`src/shared/playback_consts.svh`:
```
// constants for the playback command and data transfer link
`ifndef PLAYBACK_CONSTS_SVH
`define PLAYBACK_CONSTS_SVH

// ==========================================
// command and status words
`define CMD_RATE_PREFIX 12'h523
`define CMD_POLL_SYNC 16'h5202
`define CMD_PLAY_FIRST 16'h2C00
`define CMD_PLAY_SECOND 16'h2000
`define CMD_PLAY_THIRD_PREFIX 8'h20
`define CMD_IDLE 16'h0000
`define CMD_STOP_PLAY 16'h5220

// ==========================================
// rate codes and frame sizes in words
`define RATE_8K5 4'h0
`define RATE_6K3 4'h1
`define RATE_5K3 4'h2
`define RATE_4K8 4'h3
`define RATE_4K1 4'h4
`define FSIZE_8K5 8'h10
`define FSIZE_6K3 8'h0C
`define FSIZE_5K3 8'h0A
`define FSIZE_4K8 8'h09
`define FSIZE_4K1 8'h08
`define TX_BUF_WORDS 5'h10

// ==========================================
// frame type field, bits 1-0 of first word
`define FTYPE_6K3 2'h0
`define FTYPE_5K3 2'h1
`define FTYPE_CNG 2'h2
`define FTYPE_CNG_REPEAT 2'h3

// ==========================================
// transfer path select values
`define PATH_REGS 2'h0
`define PATH_ALIGNED 2'h1
`define PATH_TXBUF 2'h3

// ==========================================
// timing
`define FRAME_TIME_US 30000
`define CLK_PERIOD_NS 40
`define FRAME_CYCLES ((`FRAME_TIME_US * 1000) / `CLK_PERIOD_NS)
`define SYNC_FRAMES 2'h2

`endif

```
`src/shared/playback_pkg.sv`:
```
// types and shared decode for the playback link
`include "playback_consts.svh"

package playback_pkg;

  // ==========================================
  // state types
  typedef enum logic [2:0] {
    DEV_IDLE,
    DEV_SYNC,
    DEV_WAIT_SECOND,
    DEV_WAIT_THIRD,
    DEV_DATA
  } dev_state_t;

  typedef enum logic [1:0] {
    HOST_IDLE,
    HOST_ISSUE,
    HOST_AWAIT
  } host_state_t;

  typedef enum logic [2:0] {
    STEP_RATE,
    STEP_SYNC,
    STEP_FIRST,
    STEP_SECOND,
    STEP_THIRD,
    STEP_WORD,
    STEP_STOP
  } host_step_t;

  // ==========================================
  // rate code to frame size, reserved codes give zero
  function automatic logic [7:0] frame_size(input logic [3:0] rate);
    logic [7:0] size;
    size = 8'h00;
    if (rate == `RATE_8K5) begin
      size = `FSIZE_8K5;
    end else if (rate == `RATE_6K3) begin
      size = `FSIZE_6K3;
    end else if (rate == `RATE_5K3) begin
      size = `FSIZE_5K3;
    end else if (rate == `RATE_4K8) begin
      size = `FSIZE_4K8;
    end else if (rate == `RATE_4K1) begin
      size = `FSIZE_4K1;
    end
    return size;
  endfunction : frame_size

endpackage : playback_pkg

```
`src/shared/playback_link_if.sv`:
```
// link between host processor and playback device
`timescale 1ns/1ns
`include "playback_consts.svh"

interface playback_link_if;
  logic ctrl_wr;
  logic [15:0] ctrl_data;
  logic stat_rd;
  logic [15:0] stat_data;
  logic command_accept_ready;
  logic response_pending;
  logic data_phase_flag_n;
  logic tx_wr;
  logic [15:0] tx_data;
  logic tx_buffer_ready;

  modport device (
    input ctrl_wr,
    input ctrl_data,
    input stat_rd,
    output stat_data,
    output command_accept_ready,
    output response_pending,
    output data_phase_flag_n,
    input tx_wr,
    input tx_data,
    output tx_buffer_ready
  );

  modport host (
    output ctrl_wr,
    output ctrl_data,
    output stat_rd,
    input stat_data,
    input command_accept_ready,
    input response_pending,
    input data_phase_flag_n,
    output tx_wr,
    output tx_data,
    input tx_buffer_ready
  );
endinterface : playback_link_if

```
`src/verilog/playback_device.sv`:
```
// playback device end: command interpreter, frame queue and transmit buffer
`timescale 1ns/1ns
`include "playback_consts.svh"

module playback_device #(
  parameter int FRAME_CYCLES = `FRAME_CYCLES,
  parameter int QUEUE_FRAMES = 8
) (
  input wire logic clock_i,
  input wire logic rst_i,
  playback_link_if.device link,
  input wire logic [1:0] transfer_path_select_i,
  output logic [3:0] rate_o,
  output logic playing_o,
  output logic play_tick_o,
  output logic [15:0] play_word_o,
  output logic [1:0] play_type_o,
  output logic play_type_valid_o
);

  localparam int CW = $clog2(FRAME_CYCLES + 1);
  localparam int QW = $clog2(QUEUE_FRAMES + 1);
  localparam int PW = (QUEUE_FRAMES > 1) ? $clog2(QUEUE_FRAMES) : 1;

  // ==========================================
  // declarations
  playback_pkg::dev_state_t state_ff;
  playback_pkg::dev_state_t nxt_state;
  logic [3:0] rate_ff;
  logic [15:0] resp_ff;
  logic pending_ff;
  logic flag_n_ff;
  logic [CW-1:0] frame_cnt_ff;
  logic frame_tick;
  logic [1:0] sync_cnt_ff;
  logic [7:0] grant_ff;
  logic [7:0] word_idx_ff;
  logic [15:0] reg_first_ff;
  logic [15:0] first_mem [QUEUE_FRAMES];
  logic [PW-1:0] wr_ptr_ff;
  logic [PW-1:0] rd_ptr_ff;
  logic [QW-1:0] count_ff;
  logic [4:0] tx_cnt_ff;
  logic [15:0] tx_first_ff;
  logic accept;
  logic post;
  logic [15:0] post_data;
  logic flush;
  logic last_word;
  logic commit_reg;
  logic tx_move;
  logic commit;
  logic [15:0] commit_word;
  logic consume;
  logic queue_full;
  logic tx_full;
  logic tx_path;
  logic [7:0] fsize;
  logic [7:0] grant_calc;
  logic [15:0] cmd;

  assign cmd = link.ctrl_data;
  assign fsize = playback_pkg::frame_size(rate_ff);
  assign queue_full = (count_ff == QW'(QUEUE_FRAMES));
  assign accept = link.ctrl_wr && link.command_accept_ready;
  assign last_word = (word_idx_ff + 8'h01) == grant_ff;
  assign commit_reg = accept && (state_ff == playback_pkg::DEV_DATA) && last_word;
  assign tx_path = (transfer_path_select_i == `PATH_TXBUF) || (transfer_path_select_i == `PATH_ALIGNED);
  // full at frame size, never beyond one 16-word sub-block
  assign tx_full = (tx_cnt_ff != 5'h00) &&
                   (({3'h0, tx_cnt_ff} >= fsize) || (tx_cnt_ff == `TX_BUF_WORDS));
  // buffer empties into queue at once, or only on a frame boundary when aligned
  assign tx_move = tx_path && tx_full && !queue_full &&
                   ((transfer_path_select_i == `PATH_TXBUF) || frame_tick);
  assign commit = commit_reg || tx_move;
  assign commit_word = commit_reg ? ((word_idx_ff == 8'h00) ? cmd : reg_first_ff) : tx_first_ff;
  assign consume = frame_tick && (count_ff != QW'(0)) && playing_o;

  // ==========================================
  // link outputs
  assign link.stat_data = resp_ff;
  assign link.response_pending = pending_ff;
  assign link.command_accept_ready = !pending_ff && (state_ff != playback_pkg::DEV_SYNC);
  assign link.data_phase_flag_n = flag_n_ff;
  assign link.tx_buffer_ready = tx_path && playing_o && !tx_full;
  assign rate_o = rate_ff;

  // ==========================================
  // frame period timer
  always_ff @(posedge clock_i) begin
    if (rst_i || frame_tick) begin
      frame_cnt_ff <= '0;
    end else begin
      frame_cnt_ff <= frame_cnt_ff + CW'(1);
    end
  end
  assign frame_tick = (frame_cnt_ff == CW'(FRAME_CYCLES - 1));

  // ==========================================
  // command decode
  always_comb begin
    nxt_state = state_ff;
    post = 1'b0;
    post_data = cmd;
    flush = 1'b0;
    grant_calc = 8'h00;
    // buffer paths move no data words through the registers
    if (!queue_full && !tx_path) begin
      grant_calc = (cmd[7:0] < fsize) ? cmd[7:0] : fsize;
    end
    case (state_ff)
      playback_pkg::DEV_SYNC: begin
        if (frame_tick && (sync_cnt_ff == `SYNC_FRAMES - 2'h1)) begin
          post = 1'b1;
          post_data = `CMD_PLAY_FIRST;
          nxt_state = playback_pkg::DEV_WAIT_SECOND;
        end
      end
      playback_pkg::DEV_DATA: begin
        if (accept) begin
          post = 1'b1;
          if (last_word) begin
            nxt_state = playback_pkg::DEV_WAIT_SECOND;
          end
        end
      end
      default: begin
        if (accept) begin
          post = 1'b1;
          if ((cmd == `CMD_IDLE) || (cmd == `CMD_STOP_PLAY)) begin
            flush = 1'b1;
            nxt_state = playback_pkg::DEV_IDLE;
          end else if ((state_ff == playback_pkg::DEV_IDLE) && (cmd == `CMD_PLAY_FIRST)) begin
            post = 1'b0;
            nxt_state = playback_pkg::DEV_SYNC;
          end else if ((state_ff == playback_pkg::DEV_WAIT_SECOND) && (cmd == `CMD_PLAY_SECOND)) begin
            nxt_state = playback_pkg::DEV_WAIT_THIRD;
          end else if ((state_ff == playback_pkg::DEV_WAIT_THIRD) && (cmd[15:8] == `CMD_PLAY_THIRD_PREFIX)) begin
            post_data = {`CMD_PLAY_THIRD_PREFIX, grant_calc};
            nxt_state = (grant_calc == 8'h00) ? playback_pkg::DEV_WAIT_SECOND : playback_pkg::DEV_DATA;
          end
        end
      end
    endcase
  end

  // ==========================================
  // state, sync and rate
  always_ff @(posedge clock_i) begin
    if (rst_i) begin
      state_ff <= playback_pkg::DEV_IDLE;
    end else begin
      state_ff <= nxt_state;
    end
  end

  always_ff @(posedge clock_i) begin
    if (rst_i || (state_ff != playback_pkg::DEV_SYNC)) begin
      sync_cnt_ff <= 2'h0;
    end else if (frame_tick) begin
      sync_cnt_ff <= sync_cnt_ff + 2'h1;
    end
  end

  always_ff @(posedge clock_i) begin
    if (rst_i) begin
      rate_ff <= `RATE_8K5;
    end else if (accept && (state_ff != playback_pkg::DEV_DATA) && (cmd[15:4] == `CMD_RATE_PREFIX)) begin
      rate_ff <= cmd[3:0];
    end
  end

  always_ff @(posedge clock_i) begin
    if (rst_i) begin
      playing_o <= 1'b0;
    end else begin
      playing_o <= (nxt_state != playback_pkg::DEV_IDLE);
    end
  end

  // ==========================================
  // response register and pending flag, posting wins over a read
  always_ff @(posedge clock_i) begin
    if (rst_i) begin
      resp_ff <= 16'h0000;
    end else if (post) begin
      resp_ff <= post_data;
    end
  end

  always_ff @(posedge clock_i) begin
    if (rst_i) begin
      pending_ff <= 1'b0;
    end else if (post) begin
      pending_ff <= 1'b1;
    end else if (link.stat_rd) begin
      pending_ff <= 1'b0;
    end
  end

  // ==========================================
  // data phase: grant, word index, flag
  always_ff @(posedge clock_i) begin
    if (rst_i) begin
      grant_ff <= 8'h00;
      word_idx_ff <= 8'h00;
      reg_first_ff <= 16'h0000;
    end else if (nxt_state == playback_pkg::DEV_DATA && state_ff == playback_pkg::DEV_WAIT_THIRD) begin
      grant_ff <= grant_calc;
      word_idx_ff <= 8'h00;
    end else if (accept && (state_ff == playback_pkg::DEV_DATA)) begin
      word_idx_ff <= word_idx_ff + 8'h01;
      if (word_idx_ff == 8'h00) begin
        reg_first_ff <= cmd;
      end
    end
  end

  always_ff @(posedge clock_i) begin
    if (rst_i) begin
      flag_n_ff <= 1'b1;
    end else begin
      flag_n_ff <= (nxt_state != playback_pkg::DEV_DATA);
    end
  end

  // ==========================================
  // transmit buffer fill
  always_ff @(posedge clock_i) begin
    if (rst_i || flush || tx_move) begin
      tx_cnt_ff <= 5'h00;
    end else if (link.tx_wr && link.tx_buffer_ready) begin
      tx_cnt_ff <= tx_cnt_ff + 5'h01;
    end
  end

  always_ff @(posedge clock_i) begin
    if (rst_i) begin
      tx_first_ff <= 16'h0000;
    end else if (link.tx_wr && link.tx_buffer_ready && (tx_cnt_ff == 5'h00)) begin
      tx_first_ff <= link.tx_data;
    end
  end

  // ==========================================
  // frame queue, one entry per frame
  always_ff @(posedge clock_i) begin
    if (commit) begin
      first_mem[wr_ptr_ff] <= commit_word;
    end
  end

  always_ff @(posedge clock_i) begin
    if (rst_i || flush) begin
      wr_ptr_ff <= '0;
      rd_ptr_ff <= '0;
      count_ff <= '0;
    end else begin
      if (commit) begin
        wr_ptr_ff <= (wr_ptr_ff == PW'(QUEUE_FRAMES - 1)) ? '0 : wr_ptr_ff + PW'(1);
      end
      if (consume) begin
        rd_ptr_ff <= (rd_ptr_ff == PW'(QUEUE_FRAMES - 1)) ? '0 : rd_ptr_ff + PW'(1);
      end
      count_ff <= count_ff + QW'(commit) - QW'(consume);
    end
  end

  // ==========================================
  // frame playout and type decode
  always_ff @(posedge clock_i) begin
    if (rst_i) begin
      play_tick_o <= 1'b0;
      play_word_o <= 16'h0000;
      play_type_o <= `FTYPE_6K3;
      play_type_valid_o <= 1'b0;
    end else begin
      play_tick_o <= consume;
      if (consume) begin
        play_word_o <= first_mem[rd_ptr_ff];
        play_type_o <= first_mem[rd_ptr_ff][1:0];
        play_type_valid_o <= (rate_ff == `RATE_6K3) || (rate_ff == `RATE_5K3);
      end
    end
  end

endmodule : playback_device

```
`src/flat_wrapper.sv`:
```
// flat-port wrapper written by rule: the top's interface ports become plain ports
module playback_device_flat 
#(
  parameter int FRAME_CYCLES = `FRAME_CYCLES,
  parameter int QUEUE_FRAMES = 8
)
  (clock_i, rst_i, transfer_path_select_i, rate_o, playing_o, play_tick_o, play_word_o, play_type_o, play_type_valid_o, link_ctrl_wr, link_ctrl_data, link_stat_rd, link_stat_data, link_command_accept_ready, link_response_pending, link_data_phase_flag_n, link_tx_wr, link_tx_data, link_tx_buffer_ready);
  playback_link_if link_i ();
  input wire logic clock_i;
  input wire logic rst_i;
  input wire logic [1:0] transfer_path_select_i;
  output logic [3:0] rate_o;
  output logic playing_o;
  output logic play_tick_o;
  output logic [15:0] play_word_o;
  output logic [1:0] play_type_o;
  output logic play_type_valid_o;
  input wire logic [$bits(link_i.ctrl_wr)-1:0] link_ctrl_wr;
  input wire logic [$bits(link_i.ctrl_data)-1:0] link_ctrl_data;
  input wire logic [$bits(link_i.stat_rd)-1:0] link_stat_rd;
  output wire logic [$bits(link_i.stat_data)-1:0] link_stat_data;
  output wire logic [$bits(link_i.command_accept_ready)-1:0] link_command_accept_ready;
  output wire logic [$bits(link_i.response_pending)-1:0] link_response_pending;
  output wire logic [$bits(link_i.data_phase_flag_n)-1:0] link_data_phase_flag_n;
  input wire logic [$bits(link_i.tx_wr)-1:0] link_tx_wr;
  input wire logic [$bits(link_i.tx_data)-1:0] link_tx_data;
  output wire logic [$bits(link_i.tx_buffer_ready)-1:0] link_tx_buffer_ready;
  assign link_i.ctrl_wr = link_ctrl_wr;
  assign link_i.ctrl_data = link_ctrl_data;
  assign link_i.stat_rd = link_stat_rd;
  assign link_stat_data = link_i.stat_data;
  assign link_command_accept_ready = link_i.command_accept_ready;
  assign link_response_pending = link_i.response_pending;
  assign link_data_phase_flag_n = link_i.data_phase_flag_n;
  assign link_i.tx_wr = link_tx_wr;
  assign link_i.tx_data = link_tx_data;
  assign link_tx_buffer_ready = link_i.tx_buffer_ready;
  playback_device #(.FRAME_CYCLES(FRAME_CYCLES), .QUEUE_FRAMES(QUEUE_FRAMES)) u_core (.clock_i(clock_i), .rst_i(rst_i), .link(link_i), .transfer_path_select_i(transfer_path_select_i), .rate_o(rate_o), .playing_o(playing_o), .play_tick_o(play_tick_o), .play_word_o(play_word_o), .play_type_o(play_type_o), .play_type_valid_o(play_type_valid_o));
endmodule
```
`config.mk`:
```
export PLATFORM = sky130hd
export DESIGN_NAME = playback_device_flat
export DESIGN_NICKNAME = d
export VERILOG_FILES = /design/src/shared/playback_pkg.sv /design/src/shared/playback_link_if.sv /design/src/verilog/playback_device.sv /design/src/flat_wrapper.sv
export VERILOG_INCLUDE_DIRS = /design/src /design/src/shared
export SDC_FILE = /design/constraint.sdc
export NUM_CORES = 1
export LEC_CHECK = 0
export ABC_AREA = 0
export BUFFER_PORTS_ARGS = -buffer_cell sky130_fd_sc_hd__clkbuf_2
export CAP_MARGIN = 20
export CORE_MARGIN = 4
export CORE_UTILIZATION = 50
export DETAILED_ROUTE_END_ITERATION = 10
export PLACE_DENSITY = 0.68
export SYNTH_ARGS = -nofsm -noshare
export SYNTH_HDL_FRONTEND = slang
export SYNTH_SLANG_ARGS = --single-unit
```
`constraint.sdc`:
```
create_clock -name clock_i -period 7.3 [get_ports clock_i]
set_clock_uncertainty 0.2 [all_clocks]
set_input_delay 0.365 -clock clock_i [delete_from_list [all_inputs] [get_ports clock_i]]
set_output_delay 0.365 -clock clock_i [all_outputs]
set_load 0.005 [all_outputs]
```
# == Word-level counts from Yosys, hierarchy flattened ==
# Memory sizes are Yosys's and may differ from the RTL's. A register that Yosys moved wholly into a read port is not among the register bits.
# Cells that the tools add are included.
# totals
reg_bits,131
latchBits,0
mem_bits_rw,128
mem_bits_ro,0
inputBits,39
word_cells,150
n_memories,1
# mem_list
name,words,word_bits,read_ports,rd_ports_with_merged_regs,wr,line_no,rtl
u_core.first_mem,8,16,1,1,1,playback_device.sv:39,logic [15:0] first_mem [QUEUE_FRAMES];
# classes
add_sub_neg,8
n_mul,0
div,0
order_cmp,2
eq_ne,26
shifts,0
mux,43
n_bitwise,1
n_reduce_logical,49
# op_table
operator,count
16-bit two-way mux,8
8-bit two-way mux,6
3-bit two-way mux,13
"16-bit by 14-bit equality test with 1-bit output, second input constant",2
16-bit case mux with 2 select lines,1
1-bit logical AND,22
"20-bit by 1-bit adder with 20-bit output, second input constant",1
"20-bit equality test, second input constant",1
"16-bit by 15-bit equality test with 1-bit output, second input constant",1
16-bit logical NOT,1
8-bit logical NOT,2
"12-bit by 11-bit equality test with 1-bit output, second input constant",1
"3-bit equality test, second input constant",4
1-bit two-way mux,12
1-bit logical OR,10
"8-bit by 1-bit adder with 8-bit output, second input constant",1
"4-bit by 2-bit equality test with 1-bit output, second input constant",2
"8-bit by 6-bit equality test with 1-bit output, second input constant",1
8-bit equality test,1
5-bit by 8-bit greater-or-equal comparator with 1-bit output,1
8-bit < comparator,1
"3-bit by 1-bit adder with 3-bit output, second input constant",2
"3-bit by 2-bit equality test with 1-bit output, second input constant",2
"3-bit inequality test, second input constant",2
other kinds (26),31

# == Longest topological paths before layout ==
# Gate-level depths: netlist of run 1.
# logic_depth
word_depth,21
mapped_depth,14
mapped_depth_nobuf,13

# == Worst setup path after synthesis of run 1 ==
# OpenSTA, ideal clock, no wires.
# synth_timing
kind,register to register
from,reg u_core.rate_ff[1] (netlist: u_core.rate_o[1])
to,mem u_core.first_mem[0][0] (enable)
setup_time_ns,0.430
arrival_time_ns,3.676
t_required_ns,6.670
path_slack_ns,2.994
path_stages_with_launch,10
path_buffers,1
period_less_slack_ns,4.306
cell_sequence,dfxtp_1 nor4b_1 inv_1 ha_1 a211oi_1 o21ai_0 nand2_1 o21a_1 buf_2 nor4_1
# synth_via
elab_chain_cells,15
# synth_rtl
item,line_no,rtl
from (decl),playback_device.sv:29,logic [3:0] rate_ff;
from (signal assigned),playback_device.sv:167,rate_ff <= `RATE_8K5;
from (signal assigned),playback_device.sv:169,rate_ff <= cmd[3:0];
4-bit by 3-bit equality test with 1-bit output (no source line),n/a,
4-bit two-way mux,playback_pkg.sv:45,end else if (rate == `RATE_4K1) begin
8-bit two-way mux,playback_pkg.sv:43,end else if (rate == `RATE_4K8) begin
8-bit two-way mux,playback_pkg.sv:41,end else if (rate == `RATE_5K3) begin
8-bit two-way mux,playback_pkg.sv:39,end else if (rate == `RATE_6K3) begin
8-bit two-way mux (*),playback_pkg.sv:37,if (rate == `RATE_8K5) begin
5-bit by 8-bit greater-or-equal comparator with 1-bit output (*),playback_device.sv:71,"(({3'h0, tx_cnt_ff} >= fsize) || (tx_cnt_ff == `TX_BUF_WORDS));"
1-bit logical OR (*),playback_device.sv:71,
1-bit logical AND (*),playback_device.sv:70,assign tx_full = (tx_cnt_ff != 5'h00) &&
1-bit logical AND (*) (3 in a row),playback_device.sv:73,assign tx_move = tx_path && tx_full && !queue_full &&
1-bit logical OR (*),playback_device.sv:75,assign commit = commit_reg || tx_move;
1-bit two-way mux (*),playback_device.sv:248,if (commit) begin
1-bit two-way mux (not written as such) (*),playback_device.sv:249,first_mem[wr_ptr_ff] <= commit_word;
to (decl),playback_device.sv:39,
# Mark *: on every way between the ends. The rest lies on a longest branch, timed or not.

# == Final worst setup path of run 1 ==
# layout_timing
from,reg u_core.rate_ff[0] (netlist: u_core.rate_o[0])
to,mem u_core.first_mem[3][9] (enable)
# The elaborated chain is that of the path after synthesis.

==> reports/metrics.yaml, run 1 <==
cts:
  cts_root_buf: "clkbuf_16"
  worst_skew_pair.late_latency_ns: 0.53
  ctsHtreeMaxLevel: 1
  cts_buffers: 27
  cts_tree: "done"
  cts_num_sinks: 260
  worst_setup_hold_path_clk_slew_ns: 0.06
  cts.repair.resized: 0
  clk_path_buf_depth: 3
routing:
  drt_wl_total_um: 24200
  viasPerCell: 5.50
  drc_errors: 0
  drt_pass1_iterations: 6
  drt-initial-drc-count: 570
  detail_route.wl_per_cell_um: 17.8
  postRouteAntennaNets: 0
  detailroute.via_count: 7504
worst_setup_path:
  critPathRequiredTime_ns: 7.24
  critical_path_arrival_ns: 4.06
  worstPathCellList: "nor4b_1 -> inv_1 -> ha_1 -> o21ai_0 -> o21ai_0 -> nand2_1 -> o21a_1 -> nor4bb_4"
  endpoint_kind: "flip-flop"
  crit_type: "reg -> reg"
  most_numerous_cell_on_the_critical_path: "o21ai_0"
  critPathMaxFanout: 16
  slowest_stage_delay_on_critical_path_ns: 1.02
  critical_path.startpoint_type: "flip-flop"
  critPathSlowestCell: "nor4bb_4"
synth:
  synth.most_common_cell: "dfxtp_1"
  yosysTopAreaCell: "edfxtp_1"
  synth_enable_flop_cells: 128
  synthDistinctLibCells: 68
  synth.avg_cell_area_um2: 11.8
  yosysTopAreaCellShare: 0.341
  post_synth_main_area_contributors: "edfxtp_1 34%, dfxtp_1 23%, mux4_2 6.4%"
  ys_warn_count: 0
  cell_count_after_synthesis: 956
  postSynth.topFlopCell: "dfxtp_1"
  synth-async-reset-ratio: 0
  synth_common_cells: "132 x dfxtp_1, 128 x edfxtp_1, 113 x nand2_1"
  syn_area_um2: 11300
  synth_fp_nets: 1021
  synth_seq_area_share: 0.575
  synth-seq-cells: 260
sta:
  setup_tns_ns: 0
  final_max_slew_viol_count: 0
  rsz0062_at_grt: "false"
  worst-slew-pin-transition_ns: 1.08
  finalWorstPathRequiredPeriod_ns: 4.12
  maxSlewHeadroom: 0.279
  setup_viol: 0
  clock.fmax_mhz: 243
  final.period_utilization: 0.564
  total_count_of_hold_check_failures_in_the_final_report: 0
floorplan:
  design.core.area_um2: 22000
  fp.dieW_um: 158
  dieArea_um2: 25000
  die_h_um: 158
  core.rowCount: 54
  floorplan.initialDensity: 0.512
  io_pins: 84
pwr:
  pwr-share-clk: 0.441
  relative_contribution_of_combinational_cells_to_total_power: 0.031
  power_density_nw_per_um2: 220
  internal_power_w: 0.00230
  seq_power_share: 0.528
  switching_power_w: 0.000595
  p_leak_nw: 4.28
  power.share.switching: 0.205
  worst_ir_drop_on_vdd_v: 0.000162
global_routing:
  first_global_vias: 7348
  grt_usage: 0.196
  grt_max_degree: 68
  gr-total-overflow: 0
  grt_first_pass_wirelength_um: 39200
  antenna_found_initial: 0
final_layout:
  post_route_cells_drive_above_1_share: 0.184
  fin_nets: 1129
  insertedDiodeCount: 0
  n_fill_cell: 1834
  postLayoutCellArea_um2: 13200
  final_core_utilization: 0.598
  layout_overhead_on_the_synthesized_area_pct: 16.7
  layout.cells.non_filler: 1364
placed_design:
  dpl-instance-area_um2: 12000
  detailedPlacementHpwl_um: 16300
  gp_routability_congestion: 0.856
  placed_cells: 1277
  placement.io_buffers: 83
run:
  drv_cap: 0
outcome:
  status: "finished clean"
worst_hold_path:
  min_path_type: "in -> reg"
## final cells by class
type | count | area [um^2] | area share
Sequential cell | 260 | 6490 | 0.493
Multi-Input combinational cell | 626 | 4570 | 0.347
Timing Repair Buffer | 128 | 856 | 0.0650
Clock buffer | 39 | 741 | 0.0563
Tap cell | 280 | 350 | 0.0266
Inverter | 21 | 78.8 | 0.00599
Clock inverter | 10 | 77.6 | 0.00589
## power groups by stage
stage / clock (W) / combinational (W) / sequential [W]
4_1_cts: 0.00130 / 0.0000898 / 0.00153
2_1_floorplan: 0 / 0.0000392 / 0.00156
6_report: 0.00128 / 0.0000903 / 0.00153
3_5_place_dp: 0 / 0.0000760 / 0.00156
3_3_place_gp: 0 / 0.0000754 / 0.00156
5_1_grt: 0.00137 / 0.0000996 / 0.00153
## final timing paths
| kind | startpoint | endpoint | slack (ns) | cells past startpoint |
|---|---|---|---|---|
| hold / removal | link_ctrl_data[0] | u_core.reg_first_ff[0] | 0.03 | 3 |
| setup reg to reg | u_core.rate_o[0] | u_core.first_mem[3][9] | 3.18 | 8 |
| setup / recovery | u_core.rate_o[0] | u_core.first_mem[3][9] | 3.18 | 8 |
| hold reg to reg | u_core.frame_cnt_ff[0] | u_core.frame_cnt_ff[0] | 0.25 | 1 |
## worst max-delay path: cells and delay by family, from the launching register on
kind	cells	cell delay (ns)
compound gates	3	0.99
flops	1	0.46
buf+inv	1	0.13
fa+ha+maj	1	0.29
simple gates	3	1.65
## sequential cells by signal, indices dropped and copies added, names as in the netlist, 2 cells and up, named ones only
signal / flops
u_core.first_mem: 128
u_core.frame_cnt_ff: 20
u_core.link.stat_data: 16
u_core.reg_first_ff: 16
u_core.tx_first_ff: 16
u_core.play_word_o: 15
u_core.grant_ff: 8
u_core.word_idx_ff: 8
u_core.tx_cnt_ff: 5
u_core.count_ff: 4
u_core.rate_o: 4
u_core.rd_ptr_ff: 3
u_core.state_ff: 3
u_core.wr_ptr_ff: 3
u_core.sync_cnt_ff: 2
## placed cells by master (no fill, tap or decap), types with 5 or more instances in the layout
master / count
or2_2: 5
inv_1: 21
nand2b_1: 8
nor4b_1: 5
a21oi_2: 5
edfxtp_1: 128
a211o_1: 5
and2_1: 8
clkbuf_1: 10
xnor2_1: 26
nand4_1: 7
mux2i_1: 43
nor2_1: 90
xor2_1: 16
a22oi_1: 9
nor2b_1: 5
nand2_1: 113
and3_1: 9
mux4_2: 32
buf_4: 7
nand3_1: 25
or3_1: 7
a21oi_1: 45
dfxtp_1: 130
dlygate4sd3_1: 32
a211oi_1: 23
clkbuf_2: 82
clkbuf_16: 27
ha_1: 25
nor3_1: 17
o21ai_0: 28
## metrics by stage
step	hold WS (ns)	total power (W)	setup WS, ns
after CTS	0.00296	0.00292	3.06
final	0.0272	0.00289	3.18
after floorplan	0.218	0.00160	2.99
after global routing	0.0356	0.00300	2.75
after global placement	0.230	0.00164	3.17
after detailed placement	0.238	0.00164	3.10
## metal layers
metal,vias to the layer above,global-route usage,part of all wire
met1,3587,0.281,0.46
met4,0,0.0504,0.024
met2,169,0.314,0.47
met5,-,0,0
met3,43,0.0301,0.041
li1,3705,-,-
## what timing repair did
action	in CTS	in global routing
hold endpoints to repair	39	0
buffers inserted	0	0
hold buffers	32	0
## kinds of logic (layout without fill, tap and decap cells)
kind of cell / after synthesis / count (layout) / synth area share
and+or+nand+nor: 334 / 334 / 0.145
DFF: 260 / 260 / 0.575
AOI/OAI and AO/OA: 146 / 146 / 0.0864
muxes: 78 / 78 / 0.105
buffers and inverters: 70 / 198 / 0.0259
xor gates and xnor gates: 42 / 42 / 0.0326
adders and majority gates: 26 / 26 / 0.0295
Note: power is estimated with default switching activity, not from simulation.
==> run 2: changes to the inputs <==
--- a/config.mk
+++ b/config.mk
@@ -12,7 +12,7 @@
 export CORE_MARGIN = 4
 export CORE_UTILIZATION = 50
 export DETAILED_ROUTE_END_ITERATION = 10
-export PLACE_DENSITY = 0.68
+export PLACE_DENSITY = 0.71
 export SYNTH_ARGS = -nofsm -noshare
 export SYNTH_HDL_FRONTEND = slang
 export SYNTH_SLANG_ARGS = --single-unit
==> constraint.sdc (replaced) <==
create_clock -name clock_i -period 3.54 [get_ports clock_i]
set_clock_uncertainty 0.2 [all_clocks]
set_input_delay 0.177 -clock clock_i [delete_from_list [all_inputs] [get_ports clock_i]]
set_output_delay 0.177 -clock clock_i [all_outputs]
set_load 0.005 [all_outputs]
==> reports/metrics.yaml, run 2 (same netlist as run 1, synthesis figures left out) <==
global_routing:
  first_global_vias: 7789  # was 7348
  gr-total-overflow: 0  # unchanged
  antenna_found_initial: 0  # unchanged
  grt_usage: 0.206  # was 0.196
  grt_max_degree: 72  # was 68
  grt_first_pass_wirelength_um: 41300  # was 39200 um
sta:
  maxSlewHeadroom: 0.312  # was 0.279
  final.period_utilization: 0.947  # was 0.564
  total_count_of_hold_check_failures_in_the_final_report: 0  # unchanged
  clock.fmax_mhz: 298  # was 243 MHz
  setup_viol: 0  # unchanged
  finalWorstPathRequiredPeriod_ns: 3.35  # was 4.12 ns
  final_max_slew_viol_count: 0  # unchanged
  worst-slew-pin-transition_ns: 1.02  # was 1.08 ns
  rsz0062_at_grt: "false"  # unchanged
routing:
  detailroute.via_count: 7822  # was 7504
  drc_errors: 0  # unchanged
  detail_route.wl_per_cell_um: 18.1  # was 17.8 um
  drt_pass1_iterations: 5  # was 6
  postRouteAntennaNets: 0  # unchanged
  viasPerCell: 5.60  # was 5.50
  drt-initial-drc-count: 555  # was 570
  drt_wl_total_um: 25300  # was 24200 um
run:
  drv_cap: 0  # unchanged
final_layout:
  largest_register_ff_count: 128  # unchanged
  max_flop_register: "u_core.first_mem"  # unchanged
  n_fill_cell: 1738  # was 1834
  final_cell_mix: "131 x dfxtp_1, 128 x edfxtp_1, 113 x nand2_1"  # was 130 x dfxtp_1, 128 x edfxtp_1, 113 x nand2_1
  insertedDiodeCount: 0  # unchanged
  fin_nets: 1162  # was 1129
  combined_area_of_the_multi_input_logic_cells_um2: 4580  # was 4570 um^2
  postLayoutCellArea_um2: 13500  # was 13200 um^2
  post_route_cells_drive_above_1_share: 0.201  # was 0.184
  seq_area_um2: 6490  # about the same
  layout_overhead_on_the_synthesized_area_pct: 20.1  # was 16.7%
  top_regs: "u_core.first_mem: 128 flops, u_core.frame_cnt_ff: 20 flops"  # unchanged
  layout_commonest_cell: "dfxtp_1"  # unchanged
  layout.cells.non_filler: 1398  # was 1364
floorplan:
  design.core.area_um2: 22000  # unchanged
  dieArea_um2: 25000  # unchanged
  fp.dieW_um: 158  # unchanged
  floorplan.initialDensity: 0.512  # unchanged
  core.rowCount: 54  # unchanged
  io_pins: 84  # unchanged
  die_h_um: 158  # unchanged
worst_setup_path:
  cp_top_family: "compound AO/OA/AOI/OAI gates"  # was simple AND/OR/NAND/NOR gates
  endpoint_kind: "flip-flop"  # unchanged
  worstPathCellList: "inv_1 -> ha_1 -> xnor2_1 -> nand2_1 -> a2111oi_2 -> o2111ai_2 -> buf_12 -> o21ai_0"  # was nor4b_1 -> inv_1 -> ha_1 -> o21ai_0 -> o21ai_0 -> nand2_1 -> o21a_1 -> nor4bb_4
  critPathMaxFanout: 32  # was 16
  critical_path_arrival_ns: 3.36  # was 4.06 ns
  slowest_stage_delay_on_critical_path_ns: 0.81  # was 1.02 ns
  critPathRequiredTime_ns: 3.54  # was 7.24 ns
  crit_type: "reg -> reg"  # unchanged
  critical_path.startpoint_type: "flip-flop"  # unchanged
  critPathSlowestCell: "o21ai_0"  # was nor4bb_4
  critPathBufInv: 2  # was 1
cts:
  ctsHtreeMaxLevel: 1  # unchanged
  clk_path_buf_depth: 3  # unchanged
  cts_tree: "done"  # unchanged
  cts_root_buf: "clkbuf_16"  # unchanged
  cts_num_sinks: 260  # unchanged
  cts_buffers: 27  # unchanged
  worst_setup_hold_path_clk_slew_ns: 0.06  # about the same
  worst_skew_pair.late_latency_ns: 0.55  # was 0.53 ns
placed_design:
  placed_cells: 1304  # was 1277
  placement.io_buffers: 83  # unchanged
  dpl-instance-area_um2: 12200  # was 12000 um^2
  detailedPlacementHpwl_um: 16900  # was 16300 um
  gp_routability_congestion: 0.872  # was 0.856
pwr:
  pwr-share-clk: 0.451  # was 0.441
  relative_contribution_of_combinational_cells_to_total_power: 0.032  # was 0.031
  p_leak_nw: 4.56  # was 4.28 nW
  seq_power_share: 0.517  # was 0.528
  power_density_nw_per_um2: 450  # was 220 nW/um^2
  internal_power_w: 0.00482  # was 0.00230 W
  worst_ir_drop_on_vdd_v: 0.000366  # was 0.000162 V
  power.share.switching: 0.209  # was 0.205
  switching_power_w: 0.00127  # was 0.000595 W
outcome:
  status: "finished clean"  # unchanged
worst_hold_path:
  min_path_type: "in -> reg"  # unchanged
==> run 2: area by class of cell <==
cell class / instances / area share
repair buffers: 161 / 0.0863
clock inverters: 10 / 0.00675
multi-input cells: 626 / 0.339
inverters: 21 / 0.00582
clock buffers: 40 / 0.0572
well taps: 280 / 0.0259
flip-flops and latches: 260 / 0.479
==> run 2: what timing repair did <==
| item | CTS | global route |
|---|---|---|
| setup endpoints to repair | 0 | 80 |
| hold buffers | 42 | 0 |
| buffers inserted | 0 | 2 |
| resized for setup | 0 | 1 |
| hold endpoints to repair | 60 | 0 |
==> run 2: worst register-to-register path: cells and delay by family, from the launching register on <==
| family | cells | cell delay [ns] |
|---|---|---|
| buffers and inverters | 2 | 0.35 |
| AND/OR/NAND/NOR | 1 | 0.08 |
| XOR/XNOR | 1 | 0.15 |
| flip-flops | 1 | 0.40 |
| adder cells (fa/ha/maj) | 1 | 0.34 |
| AO/OA/AOI/OAI | 3 | 1.51 |
==> run 2: layer usage <==
metal	vias to the layer above	part of all wire	global-route usage
met4	0	0.025	0.0520
li1	3775	-	-
met1	3798	0.44	0.284
met5	-	0	0
met3	49	0.048	0.0290
met2	200	0.48	0.347
==> run 2: per-stage QoR <==
step / utilization / hold WS (ns) / TNS [ns] / worst slack (ns) / power (W)
detailed placement: 0.555 / 0.212 / 0 / 0.0785 / 0.00338
finish: 0.615 / 0.146 / 0 / 0.188 / 0.00609
CTS: 0.614 / 0.136 / 0 / 0.0605 / 0.00613
global route: 0.615 / 0.206 / 0 / 0.0153 / 0.00629
floorplan: - / 0.113 / -13.69 / -0.193 / 0.00330
global placement: 0.555 / 0.209 / 0 / 0.181 / 0.00338
==> run 2: final timing paths <==
kind,startpoint,to,slack (ns),depth (start not counted)
max,u_core.word_idx_ff[0],u_core.first_mem[4][11],0.19,8
min reg2reg,u_core.frame_cnt_ff[0],u_core.frame_cnt_ff[0],0.25,1
min,transfer_path_select_i[1],u_core.count_ff[0],0.15,6
max reg2reg,u_core.word_idx_ff[0],u_core.first_mem[4][11],0.19,8
==> run 2: power by group through the flow <==
stage                     sequential [W]  combinational [W]  clock (W)
after global routing             0.00315           0.000214    0.00293
after global placement           0.00322           0.000160          0
after detailed placement         0.00322           0.000160          0
after CTS                        0.00315           0.000192    0.00279
final                            0.00315           0.000195    0.00275
after floorplan                  0.00322          0.0000808          0
==> run 3: changes to the inputs <==
--- a/config.mk
+++ b/config.mk
@@ -8,11 +8,10 @@
 export LEC_CHECK = 0
 export ABC_AREA = 0
 export BUFFER_PORTS_ARGS = -buffer_cell sky130_fd_sc_hd__clkbuf_2
-export CAP_MARGIN = 20
 export CORE_MARGIN = 4
 export CORE_UTILIZATION = 50
 export DETAILED_ROUTE_END_ITERATION = 10
-export PLACE_DENSITY = 0.71
+export PLACE_DENSITY = 0.68
 export SYNTH_ARGS = -nofsm -noshare
 export SYNTH_HDL_FRONTEND = slang
 export SYNTH_SLANG_ARGS = --single-unit
==> constraint.sdc (replaced) <==
create_clock -name clock_i -period 3.55 [get_ports clock_i]
set_clock_uncertainty 0.2 [all_clocks]
set_input_delay 0.1775 -clock clock_i [delete_from_list [all_inputs] [get_ports clock_i]]
set_output_delay 0.1775 -clock clock_i [all_outputs]
set_load 0.005 [all_outputs]
==> reports/metrics.yaml, run 3 (same netlist as run 1, synthesis figures left out) <==
cts:
  cts.repair.resized: 0  # unchanged
  worst_skew_pair.late_latency_ns: 0.54  # was 0.55 ns
  cts_buffers: 28  # was 27
  clk_path_buf_depth: 3  # unchanged
  cts_root_buf: "clkbuf_16"  # unchanged
  worst_setup_hold_path_clk_slew_ns: 0.06  # about the same
  ctsHtreeMaxLevel: 1  # unchanged
  cts_num_sinks: 260  # unchanged
  cts_tree: "done"  # unchanged
floorplan:
  io_pins: 84  # unchanged
  design.core.area_um2: 22000  # unchanged
  dieArea_um2: 25000  # unchanged
  floorplan.initialDensity: 0.512  # unchanged
  fp.dieW_um: 158  # unchanged
  die_h_um: 158  # unchanged
  core.rowCount: 54  # unchanged
placed_design:
  detailedPlacementHpwl_um: 16500  # was 16900 um
  placement.io_buffers: 83  # unchanged
  gp_routability_congestion: 0.850  # was 0.872
  pre_cts_ws_ns: 0.185  # was 0.0785 ns
  dpl-instance-area_um2: 12200  # about the same
pwr:
  relative_contribution_of_combinational_cells_to_total_power: 0.031  # was 0.032
  worst_ir_drop_on_vdd_v: 0.000290  # was 0.000366 V
  power_density_nw_per_um2: 461  # was 450 nW/um^2
  switching_power_w: 0.00131  # was 0.00127 W
  totalPowerFinal_w: 0.00628  # was 0.00609 W
  pwr-share-clk: 0.469  # was 0.451
  power.share.switching: 0.208  # was 0.209
  p_leak_nw: 4.60  # was 4.56 nW
  internal_power_w: 0.00498  # was 0.00482 W
  seq_power_share: 0.500  # was 0.517
sta:
  rsz0062_at_grt: "false"  # unchanged
  layout_setup_ws_ns: 0.201  # was 0.188 ns
  finalWorstPathRequiredPeriod_ns: 3.35  # about the same
  total_count_of_hold_check_failures_in_the_final_report: 0  # unchanged
  final_max_slew_viol_count: 0  # unchanged
  worst-slew-pin-transition_ns: 0.992  # was 1.02 ns
  maxSlewHeadroom: 0.332  # was 0.312
  clock.fmax_mhz: 299  # was 298 MHz
  worst_case_hold_slack_ns: 0.153  # was 0.146 ns
  final.period_utilization: 0.943  # was 0.947
  setup_viol: 0  # unchanged
worst_hold_path:
  hold-path-cell-count: 6  # unchanged
  holdPathEnd: "u_core.count_ff[0]"  # unchanged
  min_path_type: "in -> reg"  # unchanged
  hold_start: "transfer_path_select_i[1]"  # unchanged
final_layout:
  max_flop_register: "u_core.first_mem"  # unchanged
  final_core_utilization: 0.619  # was 0.615
  layout_commonest_cell: "dfxtp_1"  # unchanged
  fin_nets: 1164  # was 1162
  largest_register_ff_count: 128  # unchanged
  postLayoutCellArea_um2: 13600  # was 13500 um^2
  layout_overhead_on_the_synthesized_area_pct: 20.9  # was 20.1%
  final_cell_mix: "131 x dfxtp_1, 128 x edfxtp_1, 113 x nand2_1"  # unchanged
  post_route_cells_drive_above_1_share: 0.206  # was 0.201
  top_regs: "u_core.first_mem: 128 flops, u_core.frame_cnt_ff: 20 flops"  # unchanged
worst_setup_path:
  crit_type: "reg -> reg"  # unchanged
  critical_path_arrival_ns: 3.60  # was 3.36 ns
  worst-r2r-cell-count: 10  # was 8
  critical_path.reg2reg.endpoint: "u_core.grant_ff[2]"  # was u_core.first_mem[4][11]
  crit-reg2reg-launch: "u_core.rate_o[0]"  # was u_core.word_idx_ff[0]
  endpoint_kind: "flip-flop"  # unchanged
  setup.reg_to_reg.worst_slack_ns: 0.20  # was 0.19 ns
  critPathRequiredTime_ns: 3.80  # was 3.54 ns
  critPathMaxFanout: 8  # was 32
  critical_path.startpoint_type: "flip-flop"  # unchanged
routing:
  detailroute.via_count: 7683  # was 7822
  drc_errors: 0  # unchanged
  detail_route.wl_per_cell_um: 17.8  # was 18.1 um
  postRouteAntennaNets: 0  # unchanged
  drt-initial-drc-count: 485  # was 555
  viasPerCell: 5.48  # was 5.60
  drt_pass1_iterations: 5  # unchanged
  drt_wl_total_um: 24900  # was 25300 um
global_routing:
  antenna_found_initial: 0  # unchanged
  gr-total-overflow: 0  # unchanged
  first_global_vias: 7698  # was 7789
  grt_usage: 0.204  # was 0.206
  grt_max_degree: 75  # was 72
  grt_first_pass_wirelength_um: 40500  # was 41300 um
outcome:
  status: "finished clean"  # unchanged
run:
  drv_cap: 0  # unchanged
## run 3: changes by cell type in the layout (fill, tap and decap cells not counted), moves of 2 or more
cell,change
clkbuf_8,-5
bufinv_16,+2
clkinv_2,+3
clkbuf_1,-3
clkbuf_16,+3
## run 3: worst max-delay path by stage
stage | startpoint | endpoint | slack (ns)
2_1_floorplan | u_core.rate_o[1] | u_core.first_mem[2][0] | -0.18
3_3_place_gp | u_core.rate_o[0] | u_core.grant_ff[0] | 0.24
3_5_place_dp | u_core.rate_o[0] | u_core.grant_ff[1] | 0.18
4_1_cts | u_core.rate_o[0] | u_core.grant_ff[2] | 0.15
5_1_grt | u_core.rate_o[0] | u_core.grant_ff[0] | 0.001
6_report | u_core.rate_o[0] | u_core.grant_ff[2] | 0.20
## run 3: per-layer routing
metal,up-vias,GRT usage,share of wire,wire (um)
met5,-,0,0,0
met4,0,0.0552,0.026,648
met3,56,0.0271,0.050,1240
met2,183,0.343,0.49,12100
met1,3661,0.280,0.44,10900
li1,3783,-,-,-
## run 3: timing repair
action | 4_1_cts | 5_1_grt
hold buffers | 42 | 0
buffers inserted | 0 | 2
setup endpoints to repair | 0 | 4
endpoints found under the hold margin | 61 | 0
## run 3: power by group through the flow
stage               clock network, W  logic [W]  registers (W)
CTS                          0.00300   0.000191        0.00314
floorplan                          0  0.0000805        0.00321
finish                       0.00295   0.000192        0.00314
detailed placement                 0   0.000159        0.00321
global route                 0.00314   0.000211        0.00314
global placement                   0   0.000158        0.00321
## run 3: layout make-up
class,count,area (um^2)
Fill cell,1786,8390
Sequential cell,260,6490
Multi-Input combinational cell,626,4580
Antenna cell,1,2.50
Timing Repair Buffer,162,1190
Tap cell,280,350
Clock inverter,17,176
Clock buffer,35,769
Inverter,21,78.8
## run 3: per-stage QoR
stage                     std cells  setup TNS (ns)
after global routing           1401               0
after global placement         1305               0
final                          1402               0
after detailed placement       1305               0
after floorplan                 956          -12.73
after CTS                      1399               0
## run 3: worst max-delay path, stage by stage (launching register included)
cell	delay [ns]
dfxtp_1	0.37
o21a_1	0.21
or3_1	0.37
ha_1	0.32
a21o_1	0.17
a211o_1	0.31
or4_4	0.51
a211oi_4	0.35
buf_4	0.21
nand3_1	0.09
a21oi_2	0.16
